### src/core/kpms_pkg.sv
// package of constants and types for the keypad matrix scanner
package kpms_pkg;

   // ----------------------------------------------------------------
   // register byte offsets
   // ----------------------------------------------------------------
   localparam logic [7:0] OFS_IRQ_MASK   = 8'h00;
   localparam logic [7:0] OFS_IRQ_SOURCE = 8'h04;
   localparam logic [7:0] OFS_IRQ_CLEAR  = 8'h08;
   localparam logic [7:0] OFS_CONTROL0   = 8'h0c;
   localparam logic [7:0] OFS_LINE_ENA   = 8'h10;
   localparam logic [7:0] OFS_DRIVE_PER  = 8'h14;
   localparam logic [7:0] OFS_STATE      = 8'h18;

   // ----------------------------------------------------------------
   // field positions and widths
   // ----------------------------------------------------------------
   localparam int LINES          = 4;
   localparam int KEYS           = 16;
   localparam int PERIOD_W       = 13;
   localparam int DRIVE_LSB      = 0;
   localparam int RETURN_LSB     = 4;
   localparam int CTL_VALUE_CLR  = 0;
   localparam int CTL_AUTO_CLR   = 1;
   localparam int CTL_SINGLE     = 3;
   localparam int CTL_POLARITY   = 4;
   localparam int CTL_ENABLE     = 5;

   // ----------------------------------------------------------------
   // reset values
   // ----------------------------------------------------------------
   localparam logic [KEYS-1:0]     RST_MASK   = 16'hffff;
   localparam logic [PERIOD_W-1:0] RST_PERIOD = 13'h1fff;
   localparam logic [KEYS-1:0]     RST_KEYS   = 16'h0000;
   localparam logic [7:0]          RST_LINES  = 8'h00;

   // ----------------------------------------------------------------
   // types
   // ----------------------------------------------------------------
   typedef logic [31:0] kpms_word_t;
   typedef logic [1:0]  kpms_idx_t;

   typedef struct packed {
      logic enable;
      logic polarity;
      logic single_mode;
      logic auto_clr;
   } kpms_ctrl_s;

   typedef struct packed {
      logic [LINES-1:0] return_on;
      logic [LINES-1:0] drive_on;
   } kpms_lines_s;

   typedef struct packed {
      logic [LINES-1:0] out;
      logic [LINES-1:0] oe;
   } kpms_drive_s;

   typedef enum logic [1:0] {
      ST_IDLE  = 2'b00,
      ST_DRIVE = 2'b01
   } kpms_state_e;

endpackage

### src/core/kpms_step_timer.sv
// scan step timer: pulses once every limit+1 clocks while running
`timescale 1ns/1ps
module kpms_step_timer #(
   parameter int W = 13
) (
   input  wire logic         CLK,
   input  wire logic         SRST,
   input  wire logic         run,
   input  wire logic [W-1:0] limit,
   output logic              tick
);
   logic [W-1:0] cnt_q;

   always_ff @(posedge CLK) begin
      if (SRST || !run) begin
         cnt_q <= '0;
      end else if (cnt_q >= limit) begin
         cnt_q <= '0;
      end else begin
         cnt_q <= cnt_q + 1'b1;
      end
   end

   assign tick = run && (cnt_q >= limit);
endmodule

### src/core/kpms_top.sv
// keypad matrix scanner with apb register port and key interrupt
// ----------------------------------------------------------------
// ----------------------------------------------------------------
`timescale 1ns/1ps
module kpms_top
   import kpms_pkg::*;
(
   input  wire logic                   CLK,
   input  wire logic                   SRST,
   input  wire logic                   PSEL,
   input  wire logic                   PENABLE,
   input  wire logic                   PWRITE,
   input  wire logic [7:0]             PADDR,
   input  wire kpms_pkg::kpms_word_t   PWDATA,
   output kpms_pkg::kpms_word_t        PRDATA,
   output logic                        PREADY,
   output logic                        PSLVERR,
   output logic [kpms_pkg::LINES-1:0]  DRIVE_OUT,
   output logic [kpms_pkg::LINES-1:0]  DRIVE_OE,
   input  wire logic [kpms_pkg::LINES-1:0] RETURN_IN,
   output logic                        IRQ
);
   import kpms_pkg::*;

   // ----------------------------------------------------------------
   // declarations
   // ----------------------------------------------------------------
   kpms_ctrl_s           ctrl_q;
   kpms_lines_s          lines_q;
   logic [PERIOD_W-1:0]  period_q;
   logic [KEYS-1:0]      mask_q;
   logic [KEYS-1:0]      pending_q;
   logic [KEYS-1:0]      pending_d;
   logic [KEYS-1:0]      value_q;
   logic [KEYS-1:0]      value_d;
   kpms_state_e          state_q;
   kpms_state_e          state_d;
   kpms_idx_t            drive_idx_q;
   kpms_idx_t            drive_idx_d;
   kpms_drive_s          drive_q;
   kpms_drive_s          drive_d;
   logic                 tick;
   logic                 scan_run;
   logic [KEYS-1:0]      sample_bits;
   logic [KEYS-1:0]      sample_mask;
   logic                 ready_q;
   kpms_word_t           rdata_q;
   logic                 slverr_q;
   logic                 irq_q;
   logic                 access;
   logic                 done;
   logic                 wr_done;
   logic                 rd_done;
   logic                 mapped;
   logic                 writable;
   kpms_word_t           rdata_d;
   logic                 value_clr_req;

   // ----------------------------------------------------------------
   // apb transfer decode
   // ----------------------------------------------------------------
   assign access  = PSEL && PENABLE;
   assign done    = access && ready_q;
   assign wr_done = done && PWRITE && !slverr_q;
   assign rd_done = done && !PWRITE && !slverr_q;

   always_comb begin
      mapped   = 1'b1;
      writable = 1'b1;
      rdata_d  = '0;
      case (PADDR)
         OFS_IRQ_MASK: begin
            rdata_d[KEYS-1:0] = mask_q;
         end
         OFS_IRQ_SOURCE: begin
            rdata_d[KEYS-1:0] = pending_q & ~mask_q;
            writable          = 1'b0;
         end
         OFS_IRQ_CLEAR: begin
            rdata_d[KEYS-1:0] = pending_q;
         end
         OFS_CONTROL0: begin
            rdata_d[CTL_ENABLE]   = ctrl_q.enable;
            rdata_d[CTL_POLARITY] = ctrl_q.polarity;
            rdata_d[CTL_SINGLE]   = ctrl_q.single_mode;
            rdata_d[CTL_AUTO_CLR] = ctrl_q.auto_clr;
         end
         OFS_LINE_ENA: begin
            rdata_d[RETURN_LSB +: LINES] = lines_q.return_on;
            rdata_d[DRIVE_LSB  +: LINES] = lines_q.drive_on;
         end
         OFS_DRIVE_PER: begin
            rdata_d[PERIOD_W-1:0] = period_q;
         end
         OFS_STATE: begin
            rdata_d[KEYS-1:0] = value_q;
            writable          = 1'b0;
         end
         default: begin
            mapped = 1'b0;
         end
      endcase
   end

   // ----------------------------------------------------------------
   // apb answer: ready one cycle into the access phase
   // ----------------------------------------------------------------
   always_ff @(posedge CLK) begin
      if (SRST) begin
         ready_q  <= 1'b0;
         rdata_q  <= '0;
         slverr_q <= 1'b0;
      end else if (access && !ready_q) begin
         ready_q  <= 1'b1;
         rdata_q  <= PWRITE ? '0 : rdata_d;
         slverr_q <= !mapped || (PWRITE && !writable);
      end else begin
         ready_q  <= 1'b0;
         rdata_q  <= '0;
         slverr_q <= 1'b0;
      end
   end

   // ----------------------------------------------------------------
   // software control registers
   // ----------------------------------------------------------------
   always_ff @(posedge CLK) begin
      if (SRST) begin
         ctrl_q <= '0;
      end else if (wr_done && PADDR == OFS_CONTROL0) begin
         ctrl_q.enable      <= PWDATA[CTL_ENABLE];
         ctrl_q.polarity    <= PWDATA[CTL_POLARITY];
         ctrl_q.single_mode <= PWDATA[CTL_SINGLE];
         ctrl_q.auto_clr    <= PWDATA[CTL_AUTO_CLR];
      end
   end

   assign value_clr_req = wr_done && PADDR == OFS_CONTROL0 && PWDATA[CTL_VALUE_CLR];

   always_ff @(posedge CLK) begin
      if (SRST) begin
         lines_q <= RST_LINES;
      end else if (wr_done && PADDR == OFS_LINE_ENA) begin
         lines_q.drive_on  <= PWDATA[DRIVE_LSB  +: LINES];
         lines_q.return_on <= PWDATA[RETURN_LSB +: LINES];
      end
   end

   always_ff @(posedge CLK) begin
      if (SRST) begin
         period_q <= RST_PERIOD;
      end else if (wr_done && PADDR == OFS_DRIVE_PER) begin
         period_q <= PWDATA[PERIOD_W-1:0];
      end
   end

   always_ff @(posedge CLK) begin
      if (SRST) begin
         mask_q <= RST_MASK;
      end else if (wr_done && PADDR == OFS_IRQ_MASK) begin
         mask_q <= PWDATA[KEYS-1:0];
      end
   end

   // ----------------------------------------------------------------
   // scan step timer
   // ----------------------------------------------------------------
   assign scan_run = ctrl_q.enable && (|lines_q.drive_on) && state_q == ST_DRIVE;

   kpms_step_timer #(
      .W (PERIOD_W)
   ) u_step (
      .CLK   (CLK),
      .SRST  (SRST),
      .run   (scan_run),
      .limit (period_q),
      .tick  (tick)
   );

   // ----------------------------------------------------------------
   // drive line sequencing
   // ----------------------------------------------------------------
   function automatic kpms_idx_t next_line(input kpms_idx_t cur,
                                           input logic [LINES-1:0] ena);
      kpms_idx_t cand;
      kpms_idx_t pick;
      pick = cur;
      for (int k = LINES - 1; k >= 1; k--) begin
         cand = cur + kpms_idx_t'(k);
         if (ena[cand]) begin
            pick = cand;
         end
      end
      return pick;
   endfunction

   function automatic kpms_idx_t first_line(input logic [LINES-1:0] ena);
      kpms_idx_t pick;
      pick = '0;
      for (int k = LINES - 1; k >= 0; k--) begin
         if (ena[k]) begin
            pick = kpms_idx_t'(k);
         end
      end
      return pick;
   endfunction

   always_comb begin
      state_d     = state_q;
      drive_idx_d = drive_idx_q;
      case (state_q)
         ST_IDLE: begin
            if (ctrl_q.enable && |lines_q.drive_on) begin
               state_d     = ST_DRIVE;
               drive_idx_d = first_line(lines_q.drive_on);
            end
         end
         ST_DRIVE: begin
            if (!ctrl_q.enable || !(|lines_q.drive_on)) begin
               state_d = ST_IDLE;
            end else if (!lines_q.drive_on[drive_idx_q]) begin
               drive_idx_d = next_line(drive_idx_q, lines_q.drive_on);
            end else if (tick) begin
               drive_idx_d = next_line(drive_idx_q, lines_q.drive_on);
            end
         end
         default: begin
            state_d = ST_IDLE;
         end
      endcase
   end

   always_ff @(posedge CLK) begin
      if (SRST) begin
         state_q     <= ST_IDLE;
         drive_idx_q <= '0;
      end else begin
         state_q     <= state_d;
         drive_idx_q <= drive_idx_d;
      end
   end

   // ----------------------------------------------------------------
   // drive pins, registered from the next scan state
   // ----------------------------------------------------------------
   always_comb begin
      drive_d.oe  = '0;
      drive_d.out = '0;
      if (state_d == ST_DRIVE) begin
         drive_d.oe = lines_q.drive_on;
         for (int d = 0; d < LINES; d++) begin
            drive_d.out[d] = (d == int'(drive_idx_d)) ? ctrl_q.polarity
                                                      : !ctrl_q.polarity;
         end
      end
   end

   always_ff @(posedge CLK) begin
      if (SRST) begin
         drive_q <= '0;
      end else begin
         drive_q <= drive_d;
      end
   end

   // ----------------------------------------------------------------
   // return line sampling into the key vector
   // ----------------------------------------------------------------
   always_comb begin
      sample_bits = '0;
      sample_mask = '0;
      if (state_q == ST_DRIVE && tick && lines_q.drive_on[drive_idx_q]) begin
         for (int s = 0; s < LINES; s++) begin
            sample_mask[LINES * int'(drive_idx_q) + s] = 1'b1;
            sample_bits[LINES * int'(drive_idx_q) + s] =
               lines_q.return_on[s] && (RETURN_IN[s] == ctrl_q.polarity);
         end
      end
   end

   always_comb begin
      value_d = value_q;
      if (value_clr_req || (rd_done && PADDR == OFS_STATE && ctrl_q.auto_clr)) begin
         value_d = '0;
      end
      value_d = (value_d & ~sample_mask) | sample_bits;
   end

   always_ff @(posedge CLK) begin
      if (SRST) begin
         value_q <= RST_KEYS;
      end else begin
         value_q <= value_d;
      end
   end

   // ----------------------------------------------------------------
   // latched key events and interrupt
   // ----------------------------------------------------------------
   always_comb begin
      pending_d = pending_q;
      if (wr_done && PADDR == OFS_IRQ_CLEAR) begin
         pending_d = pending_q & ~PWDATA[KEYS-1:0];
      end
      if (!ctrl_q.single_mode || pending_d == '0) begin
         pending_d = pending_d | sample_bits;
      end
   end

   always_ff @(posedge CLK) begin
      if (SRST) begin
         pending_q <= RST_KEYS;
         irq_q     <= 1'b0;
      end else begin
         pending_q <= pending_d;
         irq_q     <= |(pending_d & ~mask_q);
      end
   end

   // ----------------------------------------------------------------
   // outputs
   // ----------------------------------------------------------------
   assign PRDATA    = rdata_q;
   assign PREADY    = ready_q;
   assign PSLVERR   = slverr_q;
   assign DRIVE_OUT = drive_q.out;
   assign DRIVE_OE  = drive_q.oe;
   assign IRQ       = irq_q;
endmodule

### config.mk
export PLATFORM = sky130hd
export DESIGN_NAME = kpms_top
export DESIGN_NICKNAME = d
export VERILOG_FILES = /design/src/core/kpms_pkg.sv /design/src/core/kpms_step_timer.sv /design/src/core/kpms_top.sv
export SDC_FILE = /design/constraint.sdc
export NUM_CORES = 1
export LEC_CHECK = 0
export BUFFER_PORTS_ARGS = -buffer_cell sky130_fd_sc_hd__buf_2
export CAP_MARGIN = 10
export CORE_ASPECT_RATIO = 0.6
export CORE_MARGIN = 5
export CORE_UTILIZATION = 35
export CTS_CLUSTER_DIAMETER = 200
export DETAILED_ROUTE_END_ITERATION = 12
export PLACE_DENSITY_LB_ADDON = 0.3
export SLEW_MARGIN = 30
export SYNTH_ARGS = -nofsm -noshare
export SYNTH_HDL_FRONTEND = slang
export SYNTH_SLANG_ARGS = --single-unit
### constraint.sdc
create_clock -name CLK -period 2.35 [get_ports CLK]
set_input_delay 0 -clock CLK [delete_from_list [all_inputs] [get_ports CLK]]
set_output_delay 0 -clock CLK [all_outputs]
set_load 0.01 [all_outputs]
* Yosys cells after proc, flatten, opt, wreduce, memory -nomap -nowiden
Index checks and enable logic that the tools add are counted.
** Storage, ports and cells
- Register bits after elaboration :: 133
- Input bits :: 49
- Output and inout bits :: 43
- Logic and storage cells :: 177
** Operators by class
- Add/subtract/negate cells :: 7
- Magnitude comparators :: 13
- Equal/unequal tests :: 15
- Muxes and demuxes :: 52
- Bitwise operators :: 15
- Reductions and logical operators :: 55
** Operators by type and width (number)
- $mux 16 :: 5
- $and 16x16->16 :: 4
- $or 16x16->16 :: 4
- $bwmux 16 :: 3
- $not 16->16 :: 3
- $logic_and 1x1->1 :: 29
- $mux 2 :: 13
- $pmux 5 s5 :: 1
- $eq 8x5->1 const B :: 3
- $pmux 3 s7 :: 1
- $and 16x13->16 :: 1
- $eq 8x4->1 const B :: 2
- $logic_not 16->1 :: 1
- $or 13x16->16 :: 1
- $reduce_or 16->1 :: 1
- $ge 5x1->1 const B :: 3
- $lt 5x5->1 const B :: 3
- $mux 1 :: 14
- $add 13x1->13 const B :: 1
- $ge 13x13->1 :: 1
- $demux 1 s4 :: 3
- $lt 2x3->1 const B :: 4
- $pmux 1 s6 :: 2
- $pmux 2 s6 :: 1
- 25 further kinds :: 53

* Depth between registers and ports, before layout
Gate-level depths: netlist of run 1.
- Word-level depth :: 13
- Depth in mapped cells :: 12
- Mapped depth without buffers :: 10

* Hierarchy
From an unflattened synthesis of run 1, not the netlist that was laid out.
** Unflattened totals
- Cell total of the unflattened synthesis :: 707
- Area, all modules :: 6072.1 sq um
** Modules (own cells, without submodules)
- kpms_top :: times used 1, cells each 597, area each 5093.6 sq um, sequential area each 2082.0 sq um
- kpms_step_timer :: times used 1, cells each 110, area each 978.4 sq um, sequential area each 260.2 sq um

* Worst setup path after synthesis of run 1
OpenSTA, ideal clock, no wires.
- Kind :: register -> register
- Start point :: reg period_q[10]
- End point :: reg value_q[0]
- Library setup time :: 0.071 ns
- Data arrival time :: 2.325 ns
- Required time :: 2.279 ns
- Slack :: -0.046 ns
- Stages on the path, launching flop included :: 12
- Clock period less this slack :: 2.396 ns
- Cell sequence :: dfxtp_1 inv_1 ha_1 nand4_1 a2111oi_0 o21ai_0 a21oi_1 and3_1 buf_2 buf_1 nand4_1 a21oi_1
** Between the ends
- Cells in the longest elaborated chain, start to end :: 8
- Elaborated cells between the ends (all ways) :: 9
** Ends and longest elaborated chain
- from (decl) :: RTL line kpms_top.sv:30 : logic [PERIOD_W-1:0] period_q;
- from (signal assigned) :: RTL line kpms_top.sv:153 : period_q <= PWDATA[PERIOD_W-1:0];
- $ge 13x13->1 * :: RTL line kpms_step_timer.sv:24 : assign tick = run && (cnt_q >= limit);
- $logic_and 1x1->1 * :: RTL line kpms_step_timer.sv:24
- $logic_and 1x1->1 * (2 in a row) :: RTL line kpms_top.sv:272 : if (state_q == ST_DRIVE && tick && lines_q.drive_on[drive_idx_q]) begin
- $mux 16 :: RTL line kpms_top.sv:272
- $not 16->16 :: RTL line kpms_top.sv:286 : value_d = (value_d & ~sample_mask) | sample_bits;
- $and 16x16->16 :: RTL line kpms_top.sv:286
- $or 16x16->16 * :: RTL line kpms_top.sv:286
- to (signal assigned) :: RTL line kpms_top.sv:293 : value_q <= value_d;
- to (decl) :: RTL line kpms_top.sv:34 : logic [KEYS-1:0] value_q;
Every way passes the cells marked *; elsewhere a longest branch is shown, timed or not.
A chain may end at the register's enable or synchronous reset.

* Final worst setup path of run 1
- Start point :: reg slverr_q, in the netlist PSLVERR
- End point :: reg pending_q[1]
** Between the ends
- Cells in the longest elaborated chain, start to end :: 7
- Elaborated cells between the ends (all ways) :: 8
** Ends and longest elaborated chain
- from (decl) :: RTL line kpms_top.sv:48 : logic slverr_q;
- from (signal assigned) :: RTL line kpms_top.sv:116 : slverr_q <= !mapped || (PWRITE && !writable);
- $logic_not 1->1 * :: RTL line kpms_top.sv:64 : assign wr_done = done && PWRITE && !slverr_q;
- $logic_and 1x1->1 * :: RTL line kpms_top.sv:64
- $logic_and 1x1->1 * :: RTL line kpms_top.sv:302 : if (wr_done && PADDR == OFS_IRQ_CLEAR) begin
- $mux 16 * :: RTL line kpms_top.sv:302
- $logic_not 16->1 :: RTL line kpms_top.sv:305 : if (!ctrl_q.single_mode || pending_d == '0) begin
- $logic_or 1x1->1 :: RTL line kpms_top.sv:305
- $mux 16 * :: RTL line kpms_top.sv:305
- to (signal assigned) :: RTL line kpms_top.sv:315 : pending_q <= pending_d;
- to (decl) :: RTL line kpms_top.sv:32 : logic [KEYS-1:0] pending_q;
Marks and branches as above.

==> results.ini, run 1 <==
[sta]
setup-violations-final = 37
fmax_mhz = 400.4
rsz0062_at_grt = true
skew_ps = 11.96
period_share_pct = 106.3
final_hold_viol_count = 0
tightest_slew_ps = 795.8
max_slew_margin_pct = 46.89
fin_hold_ws_ps = 27.03
fin_crit_ps = 2497
setup_ws_ps = -147.5
final.setup.tns_ps = -2854
finalMaxSlewViolations = 0

[final_layout]
register_area_um2 = 2351
drive_gt1_share_pct = 31.43
postLayoutCoreUtil_pct = 50.15
fillers = 1525
nets = 930
post-route-cell-area_um2 = 8132
synthToLayoutAreaGrowth_pct = 41.04
n_antenna_cell = 0
multiInputGateArea_um2 = 3391

[worst_hold_path]
min_path_type = in -> reg

[clocking]
path_clk_slew_ps = 60
cts_tree = built
cts.sinks = 117
cts_buffers = 17
clk_latency_ps = 420
cts_buffer_depth = 2
cts_root_buf = clkbuf_16
h-tree-depth = 4

[run_status]
violations = negative setup slack
outcome = finished, violations left

[yosys]
synth_xor_area_share_pct = 2.279
ys_seq_area_share_pct = 40.63
synth_area_um2 = 5766
synth_top_family_by_area = compound AO/OA/AOI/OAI gates
ys.flop_type = dfxtp_1
synth_top_area_share_pct = 40.63
synth-compound-area-share_pct = 20.51
muxShareOfSynthArea_pct = 5.425
yosys_warnings = 0
ys_ff_latch = 117
synth_area_leader_cell = dfxtp_1
synth.avg_cell_area_um2 = 8.272
syn_inst = 697
ys_types = 57
synth_edf_count = 0
ys_top_cells_by_area = dfxtp_1 (41%), mux2i_1 (5.0%), nand2_1 (4.8%)
synthAdderAreaFrac_pct = 3.906
synth-simple-area-share_pct = 19.68
async_flop_share_pct = 0

[global_route]
antenna_found_initial = 0
grt_pass1_vias = 5643
grt_start_max_net_pins = 52
grt_usage_pct = 22.57
grt_first_pass_wirelength_um = 33250
globalRoute.totalOverflow = 0

[floorplan]
fp.dieH_um = 109.4
dieWidth_um = 175.7
initial_core_util_pct = 35.56
io_pins = 92
design.core.area_um2 = 16220
rows = 36
die_area_um2 = 19220

[setup_path]
cp-start-kind = flip-flop
cp-startpoint = PSLVERR
crit_fanout = 9
reg2reg_to = pending_q[1]
crit_path_end_kind = flip-flop
rrSetupSlack_ps = -150
crit_end = pending_q[1]
timing.rr.start = PSLVERR
critical_path_arrival_ps = 2850
crit_required_ps = 2700
crit_type = reg -> reg
ff2ff_path_depth = 10

[route]
wl_per_cell_um = 20.32
drtPass1Iterations = 5
num_vias = 6161
drt-initial-drc-count = 730
route.detailed.drc = 0
antenna_left = 0
wl_um = 22030
routed_via_density = 5.684

[power]
peakVddDrop_v = 0.0003628
p_leak_nw = 3.261
p_per_area_nw_per_um2 = 611.8

[flow_run]
maxCapViolCount = 0

[placed_design]
dp_hpwl_um = 15550
globalplace.congestion = 1.044
post-place-ws_ps = -468.2
placed_area_um2 = 6932
port_buffers = 59

## registers in the layout, summed over array words and instances, names as in the netlist, 8 cells and up
signal,count
u_step.cnt_q,13
period_q,13
pending_q,16
PRDATA,16
value_q,16
lines_q,8
mask_q,16
## layer usage
metal / part of all wire (%) / track usage (%) / vias up
li1: - / - / 2824
met1: 47 / 34.77 / 2883
met2: 38 / 30.04 / 417
met3: 13 / 7.938 / 37
met4: 0.97 / 3.782 / 0
met5: 0 / 0 / -
## kinds of logic after synthesis
| kind of cell | count (synthesis) |
|---|---|
| flip-flops | 117 |
| buffers and inverters | 95 |
| other | 1 |
| adder cells (fa/ha/maj) | 18 |
| AND/OR/NAND/NOR | 233 |
| multiplexers | 31 |
| AO/OA/AOI/OAI | 187 |
| XOR/XNOR | 15 |
## synth_stat cells, types with 4 or more instances
library cell	n
nor2_1	63
xor2_1	8
clkbuf_1	29
o211ai_1	18
nand2_1	74
nor3_1	5
inv_1	40
dfxtp_1	117
mux2i_1	29
a21oi_1	45
buf_4	16
buf_2	7
a222oi_1	7
o21ai_0	39
ha_1	18
a31oi_1	12
o22ai_1	29
nand3_1	30
or3_1	5
nand4_1	23
a22oi_1	17
xnor2_1	7
nand2b_1	4
and3_1	7
## worst max-delay path: stages, from the launching register on
cell and delay (ps):
dfxtp_1 300, and4b_2 340, buf_6 120, and4_4 230
buf_12 140, a21boi_2 80, nor2_1 140, nand4_1 120
o31a_1 360, or3_4 450, o2bb2ai_2 150
## power breakdown
group | internal (mW) | switching [mW] | total [mW]
Clock | 1.85 | 0.956 | 2.80
Sequential | 1.99 | 0.00252 | 1.99
Combinational | 0.0655 | 0.117 | 0.182
## timing repair
action                                  4_1_cts  5_1_grt
pin swaps                                    16       17
hold buffers                                 18        0
gates resized for setup                      52       40
endpoints found under the setup margin       39       37
gates cloned                                  0        1
hold endpoints to repair                     40        0
buffers inserted                              2        1
## cell usage in the layout (no fill, tap or decap), types with 13 or more instances in the layout
cell type,instances
buf_2,59
inv_1,36
mux2i_1,28
nand3_1,30
nand2_1,63
dfxtp_1,110
o21ai_0,30
o22ai_2,13
nor2_1,62
buf_4,100
a21oi_1,40
o22ai_1,16
nand4_1,23
ha_1,13
conb_1,17
dlygate4sd3_1,18
a22oi_1,17
o211ai_1,18
clkbuf_16,17
## worst min-delay path by stage
stage	from	to	slack, ps	depth (start not counted)
after CTS	PWDATA[3]	pending_q[3]	20	4
final	PWDATA[3]	pending_q[3]	30	4
after detailed placement	PWDATA[13]	mask_q[13]	240	3
after global routing	PWDATA[3]	pending_q[3]	50	4
after floorplan	PWDATA[13]	mask_q[13]	130	2
after global placement	PWDATA[13]	mask_q[13]	230	3
## final cells by class
cell class	count	share of cell area [%]
tap	209	3.216
inverter	40	1.846
clock inverter	9	1.846
clock buffer	22	5.832
multi-input combinational	501	41.70
timing repair buffer	186	16.65
sequential	117	28.91
## stage by stage
step | power, mW | cells
2_1_floorplan | 2.117 | 713
3_3_place_gp | 2.178 | 1031
3_5_place_dp | 2.178 | 1031
4_1_cts | 4.986 | 1082
5_1_grt | 5.104 | 1084
6_report | 4.975 | 1084
(Power assumes the default switching activity.)
==> inputs of run 2 (changes only) <==
- SKIP_LAST_GASP: default -> 1
==> run 2 against run 1 <==
The run still ends with negative setup slack left. Clock skew shrank 3.8 ps. Register-to-register slack lost 20 ps. Die area is the same. Non-clock buffer count grew 4. Via count grew 0.75%. Largest cell class unchanged.
==> results.ini, run 2 (synthesis gave the netlist of run 1 again) <==
[run_status]
outcome = finished, violations left
violations = negative setup slack

[setup_path]
ff2ff_path_depth = 10  ; unchanged
worst_path_max_delay_cell = a2111oi_4
crit_path_end_kind = flip-flop
rrSetupSlack_ps = -170  ; -20 ps
crit_fanout = 5  ; -4
critical_path_arrival_ps = 2860  ; about the same
cp-start-kind = flip-flop
crit_required_ps = 2690  ; about the same
critPathMaxStageDelay_ps = 390  ; -60 ps
critical_path.cell_chain = inv_2 -> ha_4 -> nand4_1 -> a2111oi_4 -> o21ai_2 -> a21oi_2 -> and3_4 -> buf_6 -> nand4_1 -> a21oi_2
reg2reg_to = value_q[8]
timing.rr.start = period_q[9]
crit_type = reg -> reg

[placed_design]
globalplace.congestion = 1.044  ; unchanged
port_buffers = 59  ; unchanged
dp_hpwl_um = 15550  ; unchanged
place_inst = 1031  ; unchanged

[route]
drtPass1Iterations = 7  ; +2
num_vias = 6207  ; +0.75%
wl_met2_um = 8563  ; +1.1%
top_layer_used = met4
dr_wl_met3_um = 3100  ; +6.6%
routed_via_density = 5.705  ; +0.38%
route.detailed.drc = 0  ; unchanged
antenna_left = 0  ; unchanged
drt-initial-drc-count = 766  ; +4.9%
m1WireLength_um = 10280  ; -1.6%
wl_um = 22120  ; +0.41%
wl_per_cell_um = 20.33  ; about the same

[clocking]
h-tree-depth = 4  ; unchanged
cts_buffers = 17  ; unchanged
path_clk_slew_ps = 60  ; about the same
cts.sinks = 117  ; unchanged
clk_latency_ps = 420  ; about the same
cts_root_buf = clkbuf_16
cts_tree = built
cts_buffer_depth = 2  ; unchanged

[power]
peakVddDrop_v = 0.0003626  ; about the same
p_leak_nw = 3.313  ; +1.6%
power_mw = 4.985  ; +0.21%
p_per_area_nw_per_um2 = 600.6  ; -1.8%

[global_route]
grt_first_pass_wirelength_um = 33150  ; -0.31%
antenna_found_initial = 0  ; unchanged
grt_usage_pct = 22.46  ; -0.11 points
globalRoute.totalOverflow = 0  ; unchanged
grt_pass1_vias = 5638  ; -0.089%
grt_start_max_net_pins = 52  ; unchanged

[final_layout]
nets = 934  ; +0.43%
synthToLayoutAreaGrowth_pct = 43.97
final_cell_mix = dfxtp_1 (109), buf_4 (100), nor2_1 (61), buf_2 (59), nand2_1 (56)
final_common_cell = dfxtp_1
n_antenna_cell = 0  ; unchanged
drive_gt1_share_pct = 33.22  ; +1.8 points
stdcell_count = 1088  ; +0.37%

[sta]
fmax_mhz = 397.4  ; -0.75%
setup-violations-final = 35  ; -5.4%
max_slew_margin_pct = 46.50  ; -0.38 points
period_share_pct = 107.1  ; +0.80 points
rsz0062_at_grt = true
final.setup.tns_ps = -2441  ; +412.8 ps
finalMaxSlewViolations = 0  ; unchanged
setup_ws_ps = -166.4  ; -18.91 ps
fin_crit_ps = 2516  ; +18.91 ps
final_hold_viol_count = 0  ; unchanged
skew_ps = 8.170  ; -3.786 ps
tightest_slew_ps = 801.6  ; +5.736 ps

[floorplan]
fp.dieH_um = 109.4  ; unchanged
rows = 36  ; unchanged
design.core.area_um2 = 16220  ; unchanged
die_area_um2 = 19220  ; unchanged
initial_core_util_pct = 35.56  ; unchanged
io_pins = 92  ; unchanged
dieWidth_um = 175.7  ; unchanged

[worst_hold_path]
worstHoldStart = PADDR[3]
min_path_type = in -> reg
holdPathStages = 4  ; unchanged
whs_endpoint = PSLVERR

[flow_run]
maxCapViolCount = 0  ; unchanged

[run 2: cell count changes in the layout (fill, tap and decap cells not counted), sizes merged]
cell	previous run	this run
buf	168	171
clkbuf	22	23
[run 2: routing by layer]
layer	global-route usage [%]	vias up
met4	3.782	0
met3	7.491	28
met2	29.88	401
met1	34.86	2947
met5	0	-
li1	-	2831
[run 2: per-stage QoR]
stage / setup WS (ps) / hold WS [ps] / instance area, um^2 / util (%)
4_1_cts: -91.31 / 48.55 / 7971 / 49.16
5_1_grt: -238.9 / 69.20 / 8300 / 51.19
6_report: -166.4 / 51.24 / 8300 / 51.19
2_1_floorplan: 57.98 / 128.5 / 5828 / -
3_5_place_dp: -468.2 / 244.1 / 6932 / 42.75
3_3_place_gp: -276.9 / 233.1 / 6932 / 42.75
[run 2: how the worst max path moves through the flow]
| stage | from | endpoint | slack, ps | cells after the start |
|---|---|---|---|---|
| 6_report | period_q[9] | value_q[8] | -170 | 10 |
| 5_1_grt | period_q[10] | value_q[8] | -240 | 10 |
| 4_1_cts | PSLVERR | IRQ | -90 | 10 |
| 3_5_place_dp | period_q[11] | pending_q[0] | -470 | 11 |
| 3_3_place_gp | period_q[4] | DRIVE_OUT[2] | -280 | 10 |
| 2_1_floorplan | PREADY | pending_q[10] | 60 | 9 |
[run 2: worst max-delay path, delay by kind of cell (launching register included)]
kind	cells	cell delay, ps
AOI/OAI and AO/OA	4	930
and+or+nand+nor	3	700
DFF	1	340
adders and majority gates	1	260
buffers and inverters	2	200
[run 2: area by class of cell]
| class | count | area (um^2) |
|---|---|---|
| fill | 1511 | 7915 |
| multi-input combinational | 501 | 3496 |
| sequential | 117 | 2352 |
| timing repair buffer | 190 | 1416 |
| clock buffer | 22 | 474.2 |
| tap | 209 | 261.5 |
| clock inverter | 9 | 150.1 |
| inverter | 40 | 150.1 |
[run 2: what timing repair did]
item / 4_1_cts / 5_1_grt
setup buffers: 2 / 4
hold buffers: 18 / 0
pin swaps: 15 / 31
resized for setup: 49 / 71
cloned: 0 / 2
hold endpoints to repair: 40 / 0
setup endpoints to repair: 39 / 37
[run 2: where the power goes]
group	internal, mW	leakage, nW	total (mW)	switching [mW]
combinational	0.0659	2.07	0.184	0.118
clock	1.85	0.302	2.81	0.964
sequential	1.99	0.942	1.99	0.00247
total	3.90	3.31	4.99	1.08
==> inputs of run 3 (changes only) <==
- CORE_UTILIZATION: 35 -> 50
==> run 3 against run 2 <==
The flow still finishes with violations (negative setup slack). Via count rose by 0.43%. Critical path depth increased by 1. Core utilization up 21 points. Flip-flop and latch count unchanged. Die area is 28% lower. Combinational power down 2%. Largest cell class unchanged.
==> results.ini, run 3 (synthesis gave the netlist of run 1 again) <==
[setup_path]
critical_path_arrival_ps = 2850  ; about the same
crit_fanout = 4  ; -1
crit_path_end_kind = flip-flop
crit_required_ps = 2680  ; about the same
crit_type = reg -> reg
critPathMaxStageDelay_ps = 450  ; +60 ps
worst_path_max_delay_cell = or3_4
cp-start-kind = flip-flop
critPathTopFamily = simple AND/OR/NAND/NOR gates
crit_buf_inv = 3  ; +1
cp_common_cell = buf_6
critical_path.cell_chain = and4b_2 -> buf_6 -> and4_4 -> buf_6 -> buf_6 -> nand2_2 -> nand2_2 -> nand4_1 -> o31a_1 -> or3_4 -> o22ai_1

[route]
antenna_left = 0  ; unchanged
routed_via_density = 5.971  ; +4.7%
drt-initial-drc-count = 898  ; +17%
route.detailed.drc = 0  ; unchanged
wl_um = 22570  ; +2.0%
num_vias = 6234  ; +0.43%
wl_per_cell_um = 21.62  ; +6.3%
drtPass1Iterations = 6  ; -1

[final_layout]
final_common_cell = dfxtp_1
nets = 939  ; +0.54%
postLayoutCoreUtil_pct = 72.07  ; +21 points
final_cell_mix = dfxtp_1 (111), buf_4 (106), nor2_1 (62), nand2_1 (60), buf_2 (59)
drive_gt1_share_pct = 33.37  ; +0.15 points
synthToLayoutAreaGrowth_pct = 41.23
n_antenna_cell = 0  ; unchanged

[floorplan]
design.core.area_um2 = 11300  ; -30%
rows = 30  ; -17%
fp.dieH_um = 93.18  ; -15%
io_pins = 92  ; unchanged
initial_core_util_pct = 51.03  ; +15 points
dieWidth_um = 148.6  ; -15%
die_area_um2 = 13850  ; -28%

[placed_design]
dp_hpwl_um = 16420  ; +5.6%
post-place-ws_ps = -493.7  ; -25.57 ps
port_buffers = 59  ; unchanged
globalplace.congestion = 1.014  ; -2.9%

[sta]
fmax_mhz = 398.0  ; +0.16%
tightest_slew_ps = 768.4  ; -33.13 ps
setup_ws_ps = -162.5  ; +3.909 ps
skew_ps = 8.721  ; +0.5514 ps
period_share_pct = 106.9  ; -0.17 points
setup-violations-final = 26  ; -26%
fin_hold_ws_ps = 29.79  ; -21.45 ps
finalMaxSlewViolations = 0  ; unchanged
max_slew_margin_pct = 48.55  ; +2.0 points
final_hold_viol_count = 0  ; unchanged
rsz0062_at_grt = true
fin_crit_ps = 2512  ; -3.909 ps

[clocking]
cts_buffers = 17  ; unchanged
cts_buffer_depth = 2  ; unchanged
path_clk_slew_ps = 60  ; about the same
clk_latency_ps = 410  ; about the same
h-tree-depth = 4  ; unchanged
cts_tree = built
cts.sinks = 117  ; unchanged
cts_root_buf = clkbuf_16

[global_route]
antenna_found_initial = 1  ; +1
grt_start_max_net_pins = 33  ; -37%
grt_pass1_vias = 5913  ; +4.9%
globalRoute.totalOverflow = 0  ; unchanged
grt_first_pass_wirelength_um = 33870  ; +2.2%
grt_usage_pct = 32.20  ; +9.7 points

[power]
peakVddDrop_v = 0.0004759  ; +31%
p_leak_nw = 3.265  ; -1.5%
p_per_area_nw_per_um2 = 566.5  ; -5.7%
power_mw = 4.613  ; -7.5%

[run_status]
outcome = finished, violations left
violations = negative setup slack

[flow_run]
maxCapViolCount = 0  ; unchanged

[worst_hold_path]
min_path_type = in -> reg

## run 3: path summary, 6_finish.rpt
kind	from	slack (ps)	depth (start not counted)	endpoint
setup / recovery	PSLVERR	-160	11	pending_q[8]
hold / removal	PADDR[0]	30	4	PSLVERR
setup reg to reg	PSLVERR	-160	11	pending_q[8]
hold reg to reg	value_q[5]	480	2	value_q[5]
## run 3: metal layers
layer / vias up / GRT usage [%] / part of all wire [%]
met5: - / 0 / 0.058
met4: 2 / 7.225 / 1.6
met3: 49 / 14.58 / 14
met2: 407 / 45.33 / 41
met1: 2928 / 44.96 / 43
li1: 2848 / - / -
## run 3: area by class of cell
| cell class | instances | area (um^2) |
|---|---|---|
| sequential | 117 | 2350 |
| tap | 160 | 200.2 |
| clock inverter | 12 | 108.9 |
| clock buffer | 19 | 442.9 |
| timing repair buffer | 195 | 1465 |
| fill | 833 | 3156 |
| multi-input combinational | 501 | 3426 |
| inverter | 40 | 150.1 |
## run 3: what timing repair did
action	CTS	global route
gates resized for setup	54	46
hold buffers	17	0
buffers inserted	2	2
pin swaps	25	33
endpoints found under the hold margin	36	0
gates cloned	0	2
setup endpoints to repair	39	37
## run 3: report_power, final
group          internal (mW)  total, mW  switching (mW)
Combinational         0.0663      0.180           0.114
Clock                   1.47       2.44           0.974
Sequential              1.99       1.99         0.00281
## run 3: through the flow
stage	setup TNS, ps	cell area, um^2	instances
floorplan	0	5828	713
global placement	-12180	6938	991
detailed placement	-13480	6938	991
CTS	-1017	7919	1041
global route	-4941	8143	1044
finish	-2249	8143	1044
## run 3: worst reg2reg max path: stages, from the launching register on
cell     delay, ps
dfxtp_2        320
and4b_2        340
buf_6          120
and4_4         240
buf_6          110
buf_6           90
nand2_2         50
nand2_2         90
nand4_1        140
o31a_1         390
or3_4          450
o22ai_1        120
